### src/qsi_regs.vh
`ifndef QSI_REGS_VH
`define QSI_REGS_VH

// Request code, active low: bit 1 asks for a write, bit 0 for a read
`define QSI_CMD_W             2
`define QSI_CMD_WRITE_BIT     1
`define QSI_CMD_READ_BIT      0
`define QSI_CMD_IDLE          2'h3
`define QSI_CMD_READ          2'h2
`define QSI_CMD_WRITE         2'h1
`define QSI_CMD_BOTH          2'h0

// Widths of the user word, the memory half word and the lane masks
`define QSI_ADDR_W            18
`define QSI_WORD_W            36
`define QSI_HALF_W            18
`define QSI_LANE_W            9
`define QSI_MASK_W            4
`define QSI_HALF_MASK_W       2
`define QSI_MASK_NONE         4'hf

// Memory cycles from read request to the ready word
`define QSI_READ_LATENCY      4

// Pipeline stage at which both halves of a read word are captured, then the stage at which the word is held
`define QSI_CAPTURE_STAGE     1
`define QSI_STAGE_HOLD        2

// Cycles of clock_in between a detected memory clock edge and the
// forwarded edge, so that address and data sit centred on it
`define QSI_LAUNCH_LEAD       2

// Reset values of the memory side
`define QSI_SELECT_IDLE       1'b1
`define QSI_CLOCK_IDLE        1'b0

`endif

### src/qsi_interface.v
// Contract
// - Two-bit active-low request code, one per cycle
// - Accept a new request every memory cycle
// - Write takes address, lane mask and word
// - Read takes address with read request bit
// - Read select and read address at rise
// - Write select, low half, then high half
// - Read address rising slot, write address falling
// - Read and write may share one cycle
// - Each mask bit guards one nine-bit lane
// - All lanes masked means no write
// - Word split, low half first, high second
// - Mask halves travel with their data halves
// - Address register: two slots per cycle
// - Capture both read halves, join into word
// - Read word ready four cycles after request
// - Two phases of one clock drive everything
`include "qsi_regs.vh"
`timescale 1ns/1ps
`default_nettype none

module qsi_interface #(
    parameter ADDR_W     = `QSI_ADDR_W,
    parameter WORD_W     = `QSI_WORD_W,
    parameter HALF_W     = `QSI_HALF_W,
    parameter MASK_W     = `QSI_MASK_W,
    parameter HMASK_W    = `QSI_HALF_MASK_W,
    parameter LATENCY    = `QSI_READ_LATENCY,
    parameter LEAD       = `QSI_LAUNCH_LEAD
) (
    input  wire                  clock_in,
    input  wire                  resetn_in,
    // User side, same clock domain
    input  wire [1:0]            cmd_n_in,
    input  wire [ADDR_W-1:0]     read_location_in,
    input  wire [ADDR_W-1:0]     write_location_in,
    input  wire [WORD_W-1:0]     write_word_in,
    input  wire [MASK_W-1:0]     byte_lane_mask_n_in,
    output wire                  request_taken_out,
    output reg                   write_cancelled_out,
    output reg  [WORD_W-1:0]     read_word_out,
    output reg                   read_ready_out,
    // Memory side
    input  wire                  mem_clock_in,
    input  wire [HALF_W-1:0]     mem_read_data_in,
    output reg                   mem_clock_out,
    output reg                   mem_clock_n_out,
    output reg                   read_port_select_n_out,
    output reg                   write_port_select_n_out,
    output wire [ADDR_W-1:0]     mem_address_out,
    output wire [HALF_W-1:0]     mem_write_data_out,
    output wire [HMASK_W-1:0]    mem_lane_mask_n_out
);

    ////////////////////////////////////////////////////////////////////
    // Functions
    ////////////////////////////////////////////////////////////////////

    // Active-low request bit set in the code
    function asks;
        input [1:0]   code;
        input integer bit_index;
        begin
            asks = ~code[bit_index];
        end
    endfunction

    // A write that masks every lane changes nothing in memory
    function all_masked;
        input [MASK_W-1:0] mask_n;
        begin
            all_masked = &mask_n;
        end
    endfunction

    ////////////////////////////////////////////////////////////////////
    // Memory clock phase tracking
    ////////////////////////////////////////////////////////////////////

    wire              k_stable;
    reg               k_prev;
    wire              rise_det;
    wire              fall_det;
    reg  [LEAD-1:0]   rise_lead;
    reg  [LEAD-1:0]   fall_lead;

    // Reference clock arrives from outside, so it passes the synchroniser
    qsi_sync3 #(
        .W          (1)
    ) u_clock_sync (
        .clock_in   (clock_in),
        .resetn_in  (resetn_in),
        .async_in   (mem_clock_in),
        .stable_out (k_stable)
    );

    // Both phases come from edges of one reference, so they stay locked
    always @(posedge clock_in or negedge resetn_in) begin
        if (!resetn_in) begin
            k_prev <= 1'b0;
        end else begin
            k_prev <= k_stable;
        end
    end

    assign rise_det = k_stable & ~k_prev;
    assign fall_det = ~k_stable & k_prev;

    // Request is taken on each phase-0 slot; no request is ever refused
    assign request_taken_out = rise_det;

    // Delay lines that place the forwarded edges after the launch
    always @(posedge clock_in or negedge resetn_in) begin
        if (!resetn_in) begin
            rise_lead <= {LEAD{1'b0}};
            fall_lead <= {LEAD{1'b0}};
        end else begin
            rise_lead <= {rise_lead[LEAD-2:0], rise_det};
            fall_lead <= {fall_lead[LEAD-2:0], fall_det};
        end
    end

    // Forwarded clock pair; the two outputs always stay complementary
    always @(posedge clock_in or negedge resetn_in) begin
        if (!resetn_in) begin
            mem_clock_out   <= `QSI_CLOCK_IDLE;
            mem_clock_n_out <= ~`QSI_CLOCK_IDLE;
        end else if (rise_lead[LEAD-1]) begin
            mem_clock_out   <= 1'b1;
            mem_clock_n_out <= 1'b0;
        end else if (fall_lead[LEAD-1]) begin
            mem_clock_out   <= 1'b0;
            mem_clock_n_out <= 1'b1;
        end
    end

    ////////////////////////////////////////////////////////////////////
    // Request decode
    ////////////////////////////////////////////////////////////////////

    wire want_read;
    wire want_write;
    wire write_live;

    assign want_read  = asks(cmd_n_in, `QSI_CMD_READ_BIT);
    assign want_write = asks(cmd_n_in, `QSI_CMD_WRITE_BIT);
    // Fully masked write is dropped rather than sent
    assign write_live = want_write & ~all_masked(byte_lane_mask_n_in);

    ////////////////////////////////////////////////////////////////////
    // Port selects
    ////////////////////////////////////////////////////////////////////

    // Selects change only on a taken request, so after reset they stay
    // high until the first code arrives; each holds one memory cycle
    always @(posedge clock_in or negedge resetn_in) begin
        if (!resetn_in) begin
            read_port_select_n_out  <= `QSI_SELECT_IDLE;
            write_port_select_n_out <= `QSI_SELECT_IDLE;
            write_cancelled_out     <= 1'b0;
        end else if (rise_det) begin
            read_port_select_n_out  <= ~want_read;
            write_port_select_n_out <= ~write_live;
            write_cancelled_out     <= want_write & ~write_live;
        end
    end

    ////////////////////////////////////////////////////////////////////
    // Double-rate launch of address, data and mask
    ////////////////////////////////////////////////////////////////////

    // Shared address: read address in the rising slot, write address in
    // the falling slot; the register drives the write address two clock_in
    // cycles ahead of the edge that latches it
    qsi_ddr_out #(
        .W             (ADDR_W)
    ) u_address_ddr (
        .clock_in      (clock_in),
        .resetn_in     (resetn_in),
        .load_in       (rise_det),
        .fall_in       (fall_det),
        .rise_value_in (read_location_in),
        .fall_value_in (write_location_in),
        .pin_out       (mem_address_out)
    );

    // Write word split; low half goes with the write select
    qsi_ddr_out #(
        .W             (HALF_W)
    ) u_data_ddr (
        .clock_in      (clock_in),
        .resetn_in     (resetn_in),
        .load_in       (rise_det),
        .fall_in       (fall_det),
        .rise_value_in (write_word_in[HALF_W-1:0]),
        .fall_value_in (write_word_in[WORD_W-1:HALF_W]),
        .pin_out       (mem_write_data_out)
    );

    // Lane mask halves ride with their data halves; bit n guards
    // word bits 9n+8 down to 9n
    qsi_ddr_out #(
        .W             (HMASK_W)
    ) u_mask_ddr (
        .clock_in      (clock_in),
        .resetn_in     (resetn_in),
        .load_in       (rise_det),
        .fall_in       (fall_det),
        .rise_value_in (byte_lane_mask_n_in[HMASK_W-1:0]),
        .fall_value_in (byte_lane_mask_n_in[MASK_W-1:HMASK_W]),
        .pin_out       (mem_lane_mask_n_out)
    );

    ////////////////////////////////////////////////////////////////////
    // Read return path
    ////////////////////////////////////////////////////////////////////

    wire [HALF_W-1:0]  q_stable;
    reg  [LATENCY-1:0] read_pipe;
    reg                high_pending;
    reg  [HALF_W-1:0]  low_half;
    reg  [WORD_W-1:0]  joined_word;
    reg  [WORD_W-1:0]  stage_word;

    // Read data bus comes from the memory pins, so it is synchronised
    qsi_sync3 #(
        .W          (HALF_W)
    ) u_data_sync (
        .clock_in   (clock_in),
        .resetn_in  (resetn_in),
        .async_in   (mem_read_data_in),
        .stable_out (q_stable)
    );

    // One bit per memory cycle marks a read in flight; back-to-back
    // reads each keep their own slot, so nothing stalls the user
    always @(posedge clock_in or negedge resetn_in) begin
        if (!resetn_in) begin
            read_pipe <= {LATENCY{1'b0}};
        end else if (rise_det) begin
            read_pipe <= {read_pipe[LATENCY-2:0], want_read};
        end
    end

    // Memory launches the halves at the rise and fall after the read;
    // the synchroniser delay means they are taken one cycle later still
    always @(posedge clock_in or negedge resetn_in) begin
        if (!resetn_in) begin
            low_half     <= {HALF_W{1'b0}};
            high_pending <= 1'b0;
        end else if (rise_det) begin
            high_pending <= read_pipe[`QSI_CAPTURE_STAGE];
            if (read_pipe[`QSI_CAPTURE_STAGE]) begin
                low_half <= q_stable;
            end
        end else if (fall_det) begin
            high_pending <= 1'b0;
        end
    end

    // Second half joins the first into the user word
    always @(posedge clock_in or negedge resetn_in) begin
        if (!resetn_in) begin
            joined_word <= {WORD_W{1'b0}};
        end else if (fall_det && high_pending) begin
            joined_word <= {q_stable, low_half};
        end
    end

    // Hold stage keeps the word safe from the next read's capture
    always @(posedge clock_in or negedge resetn_in) begin
        if (!resetn_in) begin
            stage_word <= {WORD_W{1'b0}};
        end else if (rise_det && read_pipe[`QSI_STAGE_HOLD]) begin
            stage_word <= joined_word;
        end
    end

    // Ready marks the word for one memory cycle, four after the request
    always @(posedge clock_in or negedge resetn_in) begin
        if (!resetn_in) begin
            read_word_out  <= {WORD_W{1'b0}};
            read_ready_out <= 1'b0;
        end else if (rise_det) begin
            read_ready_out <= read_pipe[LATENCY-1];
            if (read_pipe[LATENCY-1]) begin
                read_word_out <= stage_word;
            end
        end
    end

endmodule // qsi_interface

`default_nettype wire

### src/qsi_sync3.v
`timescale 1ns/1ps
`default_nettype none

module qsi_sync3 #(
    parameter W = 1
) (
    input  wire         clock_in,
    input  wire         resetn_in,
    input  wire [W-1:0] async_in,
    output reg  [W-1:0] stable_out
);

    reg [W-1:0] stage1;
    reg [W-1:0] stage2;
    reg [W-1:0] stage3;

    // Three flops; a change counts only once stages two and three agree
    always @(posedge clock_in or negedge resetn_in) begin
        if (!resetn_in) begin
            stage1     <= {W{1'b0}};
            stage2     <= {W{1'b0}};
            stage3     <= {W{1'b0}};
            stable_out <= {W{1'b0}};
        end else begin
            stage1 <= async_in;
            stage2 <= stage1;
            stage3 <= stage2;
            if (stage2 == stage3) begin
                stable_out <= stage3;
            end
        end
    end

endmodule // qsi_sync3

`default_nettype wire

### src/qsi_ddr_out.v
`timescale 1ns/1ps
`default_nettype none

module qsi_ddr_out #(
    parameter W = 18
) (
    input  wire         clock_in,
    input  wire         resetn_in,
    input  wire         load_in,
    input  wire         fall_in,
    input  wire [W-1:0] rise_value_in,
    input  wire [W-1:0] fall_value_in,
    output reg  [W-1:0] pin_out
);

    reg [W-1:0] fall_hold;

    // Both halves are loaded together; the second waits for the falling slot
    always @(posedge clock_in or negedge resetn_in) begin
        if (!resetn_in) begin
            fall_hold <= {W{1'b0}};
            pin_out   <= {W{1'b0}};
        end else if (load_in) begin
            fall_hold <= fall_value_in;
            pin_out   <= rise_value_in;
        end else if (fall_in) begin
            pin_out <= fall_hold;
        end
    end

endmodule // qsi_ddr_out

`default_nettype wire

### config.mk
export PLATFORM = sky130hd
export DESIGN_NAME = qsi_interface
export DESIGN_NICKNAME = d
export VERILOG_FILES = /design/src/qsi_interface.v /design/src/qsi_sync3.v /design/src/qsi_ddr_out.v
export VERILOG_INCLUDE_DIRS = /design/src /design/src/src
export SDC_FILE = /design/constraint.sdc
export NUM_CORES = 1
export LEC_CHECK = 0
export BUFFER_PORTS_ARGS = -buffer_cell sky130_fd_sc_hd__buf_2
export CORE_ASPECT_RATIO = 1.1
export CORE_MARGIN = 2
export CORE_UTILIZATION = 42
export DETAILED_ROUTE_END_ITERATION = 6
export PLACE_DENSITY = 0.73
export SYNTH_ARGS = -nofsm -noshare
export SYNTH_HDL_FRONTEND = slang
export SYNTH_HIERARCHICAL = 1
export SYNTH_SLANG_ARGS = --single-unit
### constraint.sdc
create_clock -name clock_in -period 2.2 [get_ports clock_in]
set_input_delay 0.22 -clock clock_in [delete_from_list [all_inputs] [get_ports clock_in]]
set_output_delay 0.22 -clock clock_in [all_outputs]
set_load 0.02 [all_outputs]
== Word level (Yosys, flattened, before mapping) ==
Cells that the tools add are included.

* Flip-flop bits (word level): 294
* Input bits: 99
* Output and inout port bits: 81
* Word-level logic and storage cells: 60

* Equality and inequality tests: 2
* Multiplexer cells: 12
* Bitwise gates (word level): 10
* Reduce and logical (&&, ||, !) cells: 7

{| class="wikitable"
|+ Operators by type and width
! cell !! number
|-
| $mux 18 || 4
|-
| $eq 18x18->1 || 1
|-
| $mux 1 || 6
|-
| $not 1->1 || 6
|-
| $and 1x1->1 || 4
|-
| $mux 2 || 2
|-
| $reduce_and 2->1 || 2
|-
| $reduce_and 4->1 || 1
|-
| $reduce_bool 2->1 || 2
|-
| $logic_and 1x1->1 || 2
|-
| $eq 1x1->1 || 1
|}

== Depth between registers and ports, before layout ==
Gate-level depths: netlist of run 1.

* Word-level depth: 5
* Depth in mapped cells: 6
* Mapped depth without buffers: 5

== Modules after synthesis ==
Netlist of run 1, hierarchy kept.

{| class="wikitable"
|+ Modules (own cells, without submodules)
! module !! instances !! cells an instance !! area each (µm²) !! sequential area each (µm²)
|-
| qsi_interface || 1 || 308 || 5291.3 || 3557.2
|-
| qsi_ddr_out at u_address_ddr ... || 2 || 116 || 1577.8 || 900.9
|-
| qsi_sync3 at u_data_sync || 1 || 115 || 2273.4 || 1801.7
|-
| qsi_ddr_out at u_mask_ddr || 1 || 12 || 160.2 || 100.1
|-
| qsi_sync3 at u_clock_sync || 1 || 5 || 111.4 || 100.1
|}

== Worst setup path after synthesis of run 1 ==
OpenSTA, ideal clock, no wires.

* Kind: register to register
* Start: register u_data_sync.stage3[14]
* End: register u_data_sync.stable_out[10]
* Setup time: 0.125 ns
* Arrival: 1.581 ns
* Data required time: 2.075 ns
* Path slack: 0.494 ns
* Cell stages (with the launch flop): 6
* Buffers on the path: 1
* Clock period less this slack: 1.706 ns
* Cell sequence: dfrtp_1 > xor2_1 > nor4_2 > nand4_4 > buf_6 > mux2_4

* Word-level cells in the longest chain between the ends: 1

{| class="wikitable"
|+ Ends and longest elaborated chain
! element !! RTL line !! source
|-
| start, declared || qsi_sync3.v:15 || <nowiki>reg [W-1:0] stage3;</nowiki>
|-
| start signal, assigned || qsi_sync3.v:22 || <nowiki>stage3 <= {W{1'b0}};</nowiki>
|-
| start signal, assigned || qsi_sync3.v:27 || <nowiki>stage3 <= stage2;</nowiki>
|-
| $eq 18x18->1 || qsi_sync3.v:28 || <nowiki>if (stage2 == stage3) begin</nowiki>
|-
| end signal, assigned || qsi_sync3.v:23 || <nowiki>stable_out <= {W{1'b0}};</nowiki>
|-
| end signal, assigned || qsi_sync3.v:29 || <nowiki>stable_out <= stage3;</nowiki>
|-
| end, declared || qsi_sync3.v:10 || <nowiki>output reg [W-1:0] stable_out</nowiki>
|}

Every way passes these cells.
A chain may end at the register's enable or synchronous reset.

== Worst setup path after layout of run 1 ==
* Start: register u_clock_sync.stable_out
* End: output port request_taken_out

* Word-level cells in the longest chain between the ends: 1

{| class="wikitable"
|+ Ends and longest elaborated chain
! element !! RTL line !! source
|-
| start, declared || qsi_sync3.v:10 ||
|-
| start signal, assigned || qsi_sync3.v:23 ||
|-
| start signal, assigned || qsi_sync3.v:29 ||
|-
| $and 1x1->1 || qsi_interface.v:106 || <nowiki>assign rise_det = k_stable & ~k_prev;</nowiki>
|-
| end, declared || qsi_interface.v:39 || <nowiki>output wire request_taken_out,</nowiki>
|}

Every way passes these cells.

==> flow_summary_export.csv, run 1 <==
group,metric,value,unit
detailed_routing,dr.pass1.iters,4,
clocking,htree_levels,1,
yosys,yosysMostFrequentCell,"dfrtp_1",
yosys,synth_fp_nets,774,
sta,rsz0062_at_grt,"false",
sta,max_clock_freq,487.9,MHz
yosys,netlist.area_leader.share,0.6625,
setup_path,critPathArrivalTime,1.83,ns
detailed_routing,num_vias,6366,
clocking,holdBufCountCts,99,
clocking,cts_tree,"yes",
floorplan,fp.dieW,158.2,µm
placed_design,dp.final_hpwl,13120,µm
setup_path,critical-path-top-delay-family,"buffers and inverters",
yosys,synth_cell_types,28,
yosys,ys.flop_type,"dfrtp_1",
yosys,ys_ff_latch,294,
yosys,synth-edff-count,0,
grt,grt_usage,0.1621,
sta,tightest_slew,0.5659,ns
yosys,seq_area_frac_synth,0.6697,
clocking,insertion_delay,0.55,ns
setup_path,critPathRequiredTime,1.98,ns
layout,layout-area-overhead-vs-synth,29.93,%
sta,slew_headroom,0.6227,
grt,antenna_found_initial,1,
sta,skew,0.01472,ns
layout,multi_input_area,0.003341,mm²
sta,hold-worst-slack,0.2092,ns
clocking,postCtsSetupRepairBufs,0,
yosys,syn_area_per_cell,16.36,µm²
clocking,path_clk_slew,0.06,ns
grt,grt_pass1_wl,35960,µm
yosys,yosysWarnings,6,
floorplan,start_util,0.4242,
setup_path,cp_slowest_cell,"dfrtp_1",
detailed_routing,remaining_drc_errors,0,
sta,finalSetupViolations,0,
floorplan,die_y,173.7,µm
floorplan,rows,62,
floorplan,fp.dieArea,0.02748,mm²
outcome,outcome,"finished clean",
layout,final_nets,1069,
detailed_routing,antenna_left,0,
detailed_routing,wl_per_cell,16.06,µm
detailed_routing,routed_wl,21550,µm
setup_path,worstPathCellList,"ha_4, buf_12, buf_2",
clocking,cts-root-buf,"clkbuf_16",
sta,fin_crit_sh,0.9316,
yosys,syn_area,0.01099,mm²
setup_path,max_stage_delay,0.47,ns
yosys,synthCells,672,
setup_path,worstSetupPathType,"reg -> out",
min_path,hp-class,"in -> async",
yosys,synth_commonest_cells,"291 x dfrtp_1, 149 x mux2_2, 39 x mux2i_1, 39 x nand2_1, 38 x mux2_4",
placed_design,gp_congestion,0.7527,
power_and_ir_drop,ir_worst_vdd,0.0007657,V
power_and_ir_drop,p_leak,7.100,nW
sta,layout_min_cycle_time,2.050,ns
clocking,cts_buffers,30,
clocking,clock-sinks,294,
yosys,synthArstFlopShare,1.000,
detailed_routing,drt_iter0_drc,176,
yosys,ys_top_cells_by_area,"dfrtp_1 66%, mux2_2 15%, mux2_4 5.2%",
yosys,synth_area_leader_cell,"dfrtp_1",
setup_path,worstSetupEndpointType,"primary output",
grt,grt_pass1_vias,7010,
setup_path,cp_num_buf_inv,2,
sta,drv_slew,0,
setup_path,path_max_fanout,48,
layout,drive_gt1_frac,0.4429,
setup_path,cp-start-kind,"flop",
sta,hold_violations,0,
clocking,cts_max_path_buffers,3,
floorplan,num_io_pins,180,
grt,grt_max_degree,71,
detailed_routing,viasPerCell,4.744,
layout,fillCellCount,2079,
placed_design,portBuffers,179,
clocking,post_cts_resized,0,
sta,setup_tns,0,ns
grt,grt-ovfl-total,0,
power_and_ir_drop,power.density,931.5,mW/mm²
floorplan,placeableCoreArea,0.02591,mm²
flow_run,drv_cap,0,
layout,regArea,0.007361,mm²
## cell usage in the layout (no fill, tap or decap), drive strengths merged, types with 2 or more instances in the layout
master       instances
buf                192
nand4                5
inv                  6
ha                   3
bufinv               2
nand2               43
dfstp                3
clkbuf              48
nor2                 3
dlygate4sd3         99
mux2i               39
clkinvlp             2
xnor2               14
dfrtp              291
xor2                 4
o21ai               39
clkinv               2
mux2               187
## metrics by stage
| step | util | std cells | total power (W) | area, µm² | setup slack, ns |
|---|---|---|---|---|---|
| 2_1_floorplan | - | 672 | 0.007516 | 10990 | 0.4937 |
| 3_3_place_gp | 0.4745 | 1188 | 0.008131 | 12290 | 0.3226 |
| 3_5_place_dp | 0.4745 | 1188 | 0.008178 | 12290 | 0.2904 |
| 4_1_cts | 0.5511 | 1341 | 0.01340 | 14280 | 0.1056 |
| 5_1_grt | 0.5512 | 1342 | 0.01388 | 14280 | 0.03166 |
| 6_report | 0.5512 | 1342 | 0.01330 | 14280 | 0.1504 |
## report_power, final
part	switching, W	internal [W]	leakage, nW
clock network	0.00201	0.00301	0.478
registers	0.000321	0.00592	3.79
logic	0.00107	0.000962	2.84
total	0.00340	0.00990	7.10
## cell families (layout without fill, tap and decap cells)
logic type / after synthesis / count (layout) / share of synthesized area
muxes: 226 / 226 / 0.2401
and+or+nand+nor: 54 / 54 / 0.02345
buffers and inverters: 34 / 351 / 0.02778
adders and majority gates: 4 / 4 / 0.004440
xor gates and xnor gates: 18 / 18 / 0.01434
other: 0 / 1 / 0
DFF: 294 / 294 / 0.6697
AOI/OAI and AO/OA: 42 / 42 / 0.02026
## final timing paths
path                                             endpoint  slack, ns               startpoint  depth (start not counted)
max in group asynchronous          read_port_select_n_out       1.21                resetn_in                          3
worst max register to register    write_port_select_n_out       0.24  u_clock_sync/stable_out                          5
worst min-delay path            u_address_ddr/pin_out[10]       0.21                resetn_in                          2
worst max-delay path                    request_taken_out       0.15  u_clock_sync/stable_out                          3
min in group clock_in               u_data_sync/stage1[9]       0.31      mem_read_data_in[9]                          2
worst min register to register      u_data_sync/stage2[1]       0.34    u_data_sync/stage1[1]                          0
## worst reg2reg max path, cell delays in order (launching register included)
cell,delay [ns]
dfrtp_1,0.47
ha_4,0.32
buf_12,0.27
nor2_1,0.09
a31oi_1,0.16
dlygate4sd3_1,0.58
## sequential cells by signal, indices dropped and copies added (netlist names), 2 cells and up
signal,cells
fall_lead,2
joined_word,36
low_half,18
read_pipe,4
read_word_out,36
rise_lead,2
stage_word,36
u_address_ddr/fall_hold,18
u_address_ddr/pin_out,18
u_data_ddr/fall_hold,18
u_data_ddr/pin_out,18
u_data_sync/stable_out,18
u_data_sync/stage1,18
u_data_sync/stage2,18
u_data_sync/stage3,18
u_mask_ddr/fall_hold,2
u_mask_ddr/pin_out,2
## area by class of cell
type,instances,share of cell area
Multi-Input combinational cell,344,0.2339
Timing Repair Buffer,291,0.1484
Inverter,6,0.001577
Antenna cell,1,0.0001752
Clock buffer,48,0.06291
Clock inverter,6,0.006746
Sequential cell,294,0.5154
Tap cell,352,0.03084
## routing by layer
| layer | part of all wire | global-route usage | up-vias |
|---|---|---|---|
| li1 | - | - | 2936 |
| met1 | 0.41 | 0.2042 | 3195 |
| met2 | 0.51 | 0.2774 | 190 |
| met3 | 0.064 | 0.04125 | 45 |
| met4 | 0.022 | 0.04392 | 0 |
| met5 | 0 | 0 | - |
Note: power is estimated with default switching activity, not from simulation.
==> run 2: changes to the inputs <==
Settings changed: GPL_TIMING_DRIVEN from default to 0.
==> run 2 against run 1 <==
  * Highest routed layer unchanged
  * Maximum frequency barely moved
  * Die area is the same
  * Critical path depth up 3
  * Clock power increased by 5.2%
  * Non-clock buffer count up 17
  * Register-to-register slack lost 0.09 ns
  * Design area is 1.1% higher
  * Global-route usage grew 1.2 points
  * Largest power group unchanged
  * Hold slack better by 0.10 ns
==> flow_summary_export.csv, run 2 (synthesis gave the netlist of run 1 again) <==
group,metric,value,unit
outcome,outcome,"finished clean",
sta,max_clock_freq,488.1,MHz
setup_path,r2r-end,"write_port_select_n_out",
setup_path,worst-r2r-cell-count,6,
layout,layout_common_cells,"291 x dfrtp_1, 188 x buf_2, 149 x mux2_2",
sta,hold-worst-slack,0.3090,ns
placed_design,gp_congestion,0.7699,
setup_path,rrSetupSlack,0.15,ns
clocking,htree_levels,1,
grt,grt_pass1_vias,7226,
detailed_routing,drt_iter0_drc,226,
layout,reg.largest.list,"joined_word (36), read_word_out (36), stage_word (36)",
detailed_routing,dr.pass1.iters,4,
power_and_ir_drop,power.density,945.3,mW/mm²
detailed_routing,viasPerCell,4.763,
clocking,path_clk_slew,0.06,ns
power_and_ir_drop,p_leak,7.224,nW
detailed_routing,routed_wl,23190,µm
clocking,post_cts_resized,0,
placed_design,dp.final_hpwl,14500,µm
sta,layout_min_cycle_time,2.049,ns
min_path,hp-class,"in -> async",
clocking,clock-sinks,294,
clocking,cts_tree,"yes",
floorplan,num_io_pins,180,
sta,finalSetupViolations,0,
floorplan,die_y,173.7,µm
grt,grt_max_degree,109,
detailed_routing,num_vias,6477,
flow_run,drv_cap,0,
sta,drv_slew,0,
grt,grt_pass1_wl,38020,µm
layout,antenna_cells,0,
grt,grt-ovfl-total,0,
sta,finalWorstSetupSlack,0.1513,ns
setup_path,critPathArrivalTime,2.52,ns
floorplan,rows,62,
sta,rsz0062_at_grt,"false",
clocking,cts-root-buf,"clkbuf_16",
clocking,insertion_delay,0.54,ns
grt,antenna_found_initial,0,
clocking,cts_max_path_buffers,3,
setup_path,worstSetupPathType,"reg -> reg",
clocking,cts_buffers,30,
power_and_ir_drop,total_power,0.01365,W
sta,hold_violations,0,
sta,skew,0.01471,ns
setup_path,worstSetupEndpointType,"flop",
floorplan,start_util,0.4242,
placed_design,portBuffers,179,
setup_path,r2r_start,"k_prev",
floorplan,fp.dieArea,0.02748,mm²
setup_path,critPathRequiredTime,2.67,ns
placed_design,dp_slack,0.2302,ns
setup_path,path_max_fanout,11,
layout,final_nets,1086,
detailed_routing,remaining_drc_errors,0,
floorplan,placeableCoreArea,0.02591,mm²
layout,final_common_cell,"dfrtp_1",
layout,layout-area-overhead-vs-synth,31.39,%
sta,tightest_slew,0.8269,ns
floorplan,fp.dieW,158.2,µm
sta,slew_headroom,0.4487,
grt,grt_usage,0.1740,
detailed_routing,antenna_left,0,
sta,fin_crit_sh,0.9312,
layout,drive_gt1_frac,0.4563,
power_and_ir_drop,ir_worst_vdd,0.0006423,V
setup_path,cp-start-kind,"flop",
detailed_routing,wl_per_cell,17.05,µm
## run 2: cell types whose count changed in the layout (fill, tap and decap cells not counted), moves of 3 or more
| cell | previous run | this run |
|---|---|---|
| buf_6 | 0 | 11 |
| buf_12 | 10 | 2 |
| clkbuf_8 | 8 | 14 |
| clkinv_2 | 1 | 5 |
| buf_4 | 3 | 0 |
| buf_2 | 178 | 188 |
| clkbuf_1 | 10 | 5 |
## run 2: worst max-delay path by stage
stage | from | endpoint | slack [ns] | cells after the start
2_1_floorplan | u_data_sync/stage3[14] | u_data_sync/stable_out[10] | 0.49 | 5
3_3_place_gp | resetn_in | read_word_out[18] | -4.50 | 1
3_5_place_dp | u_clock_sync/stable_out | joined_word[17] | 0.23 | 5
4_1_cts | k_prev | write_port_select_n_out | 0.16 | 6
5_1_grt | u_clock_sync/stable_out | write_port_select_n_out | 0.05 | 5
6_report | k_prev | write_port_select_n_out | 0.15 | 6
## run 2: worst max-delay path, stage by stage (launching register included)
cell and delay, ns:
dfrtp_1 0.38, inv_1 0.08, ha_1 0.42, buf_2 0.32
nor2_1 0.08, a31oi_1 0.13, dlygate4sd3_1 0.57
## run 2: stage by stage
step	utilization	TNS (ns)	std cells	area (µm²)
floorplan	-	0	672	10990
global placement	0.4758	-1310.28	1203	12330
detailed placement	0.4783	0	1205	12390
CTS	0.5574	0	1360	14440
global route	0.5574	0	1360	14440
finish	0.5574	0	1360	14440
## run 2: cell type report
cell class,instances,area [µm²]
timing repair buffer,280,1952
buffer,28,282.8
tap,352,440.4
sequential,294,7361
clock inverter,11,140.1
multi-input combinational,344,3326
inverter,6,22.52
fill,2033,11470
clock buffer,45,918.4
## run 2: per-layer routing
layer,vias up,GRT usage,part of all wire
met3,44,0.04225,0.062
met4,0,0.05480,0.027
met2,195,0.3036,0.52
met1,3261,0.2114,0.39
met5,-,0,0
li1,2977,-,-
## run 2: power breakdown
group	internal (W)	total (W)	switching, W
combinational	0.000996	0.00213	0.00113
sequential	0.00592	0.00625	0.000323
clock	0.00323	0.00528	0.00205
total	0.0101	0.0137	0.00350
## run 2: repair_timing
action	CTS	global route
setup buffers	0	0
hold buffers	99	0
hold endpoints to repair	205	0
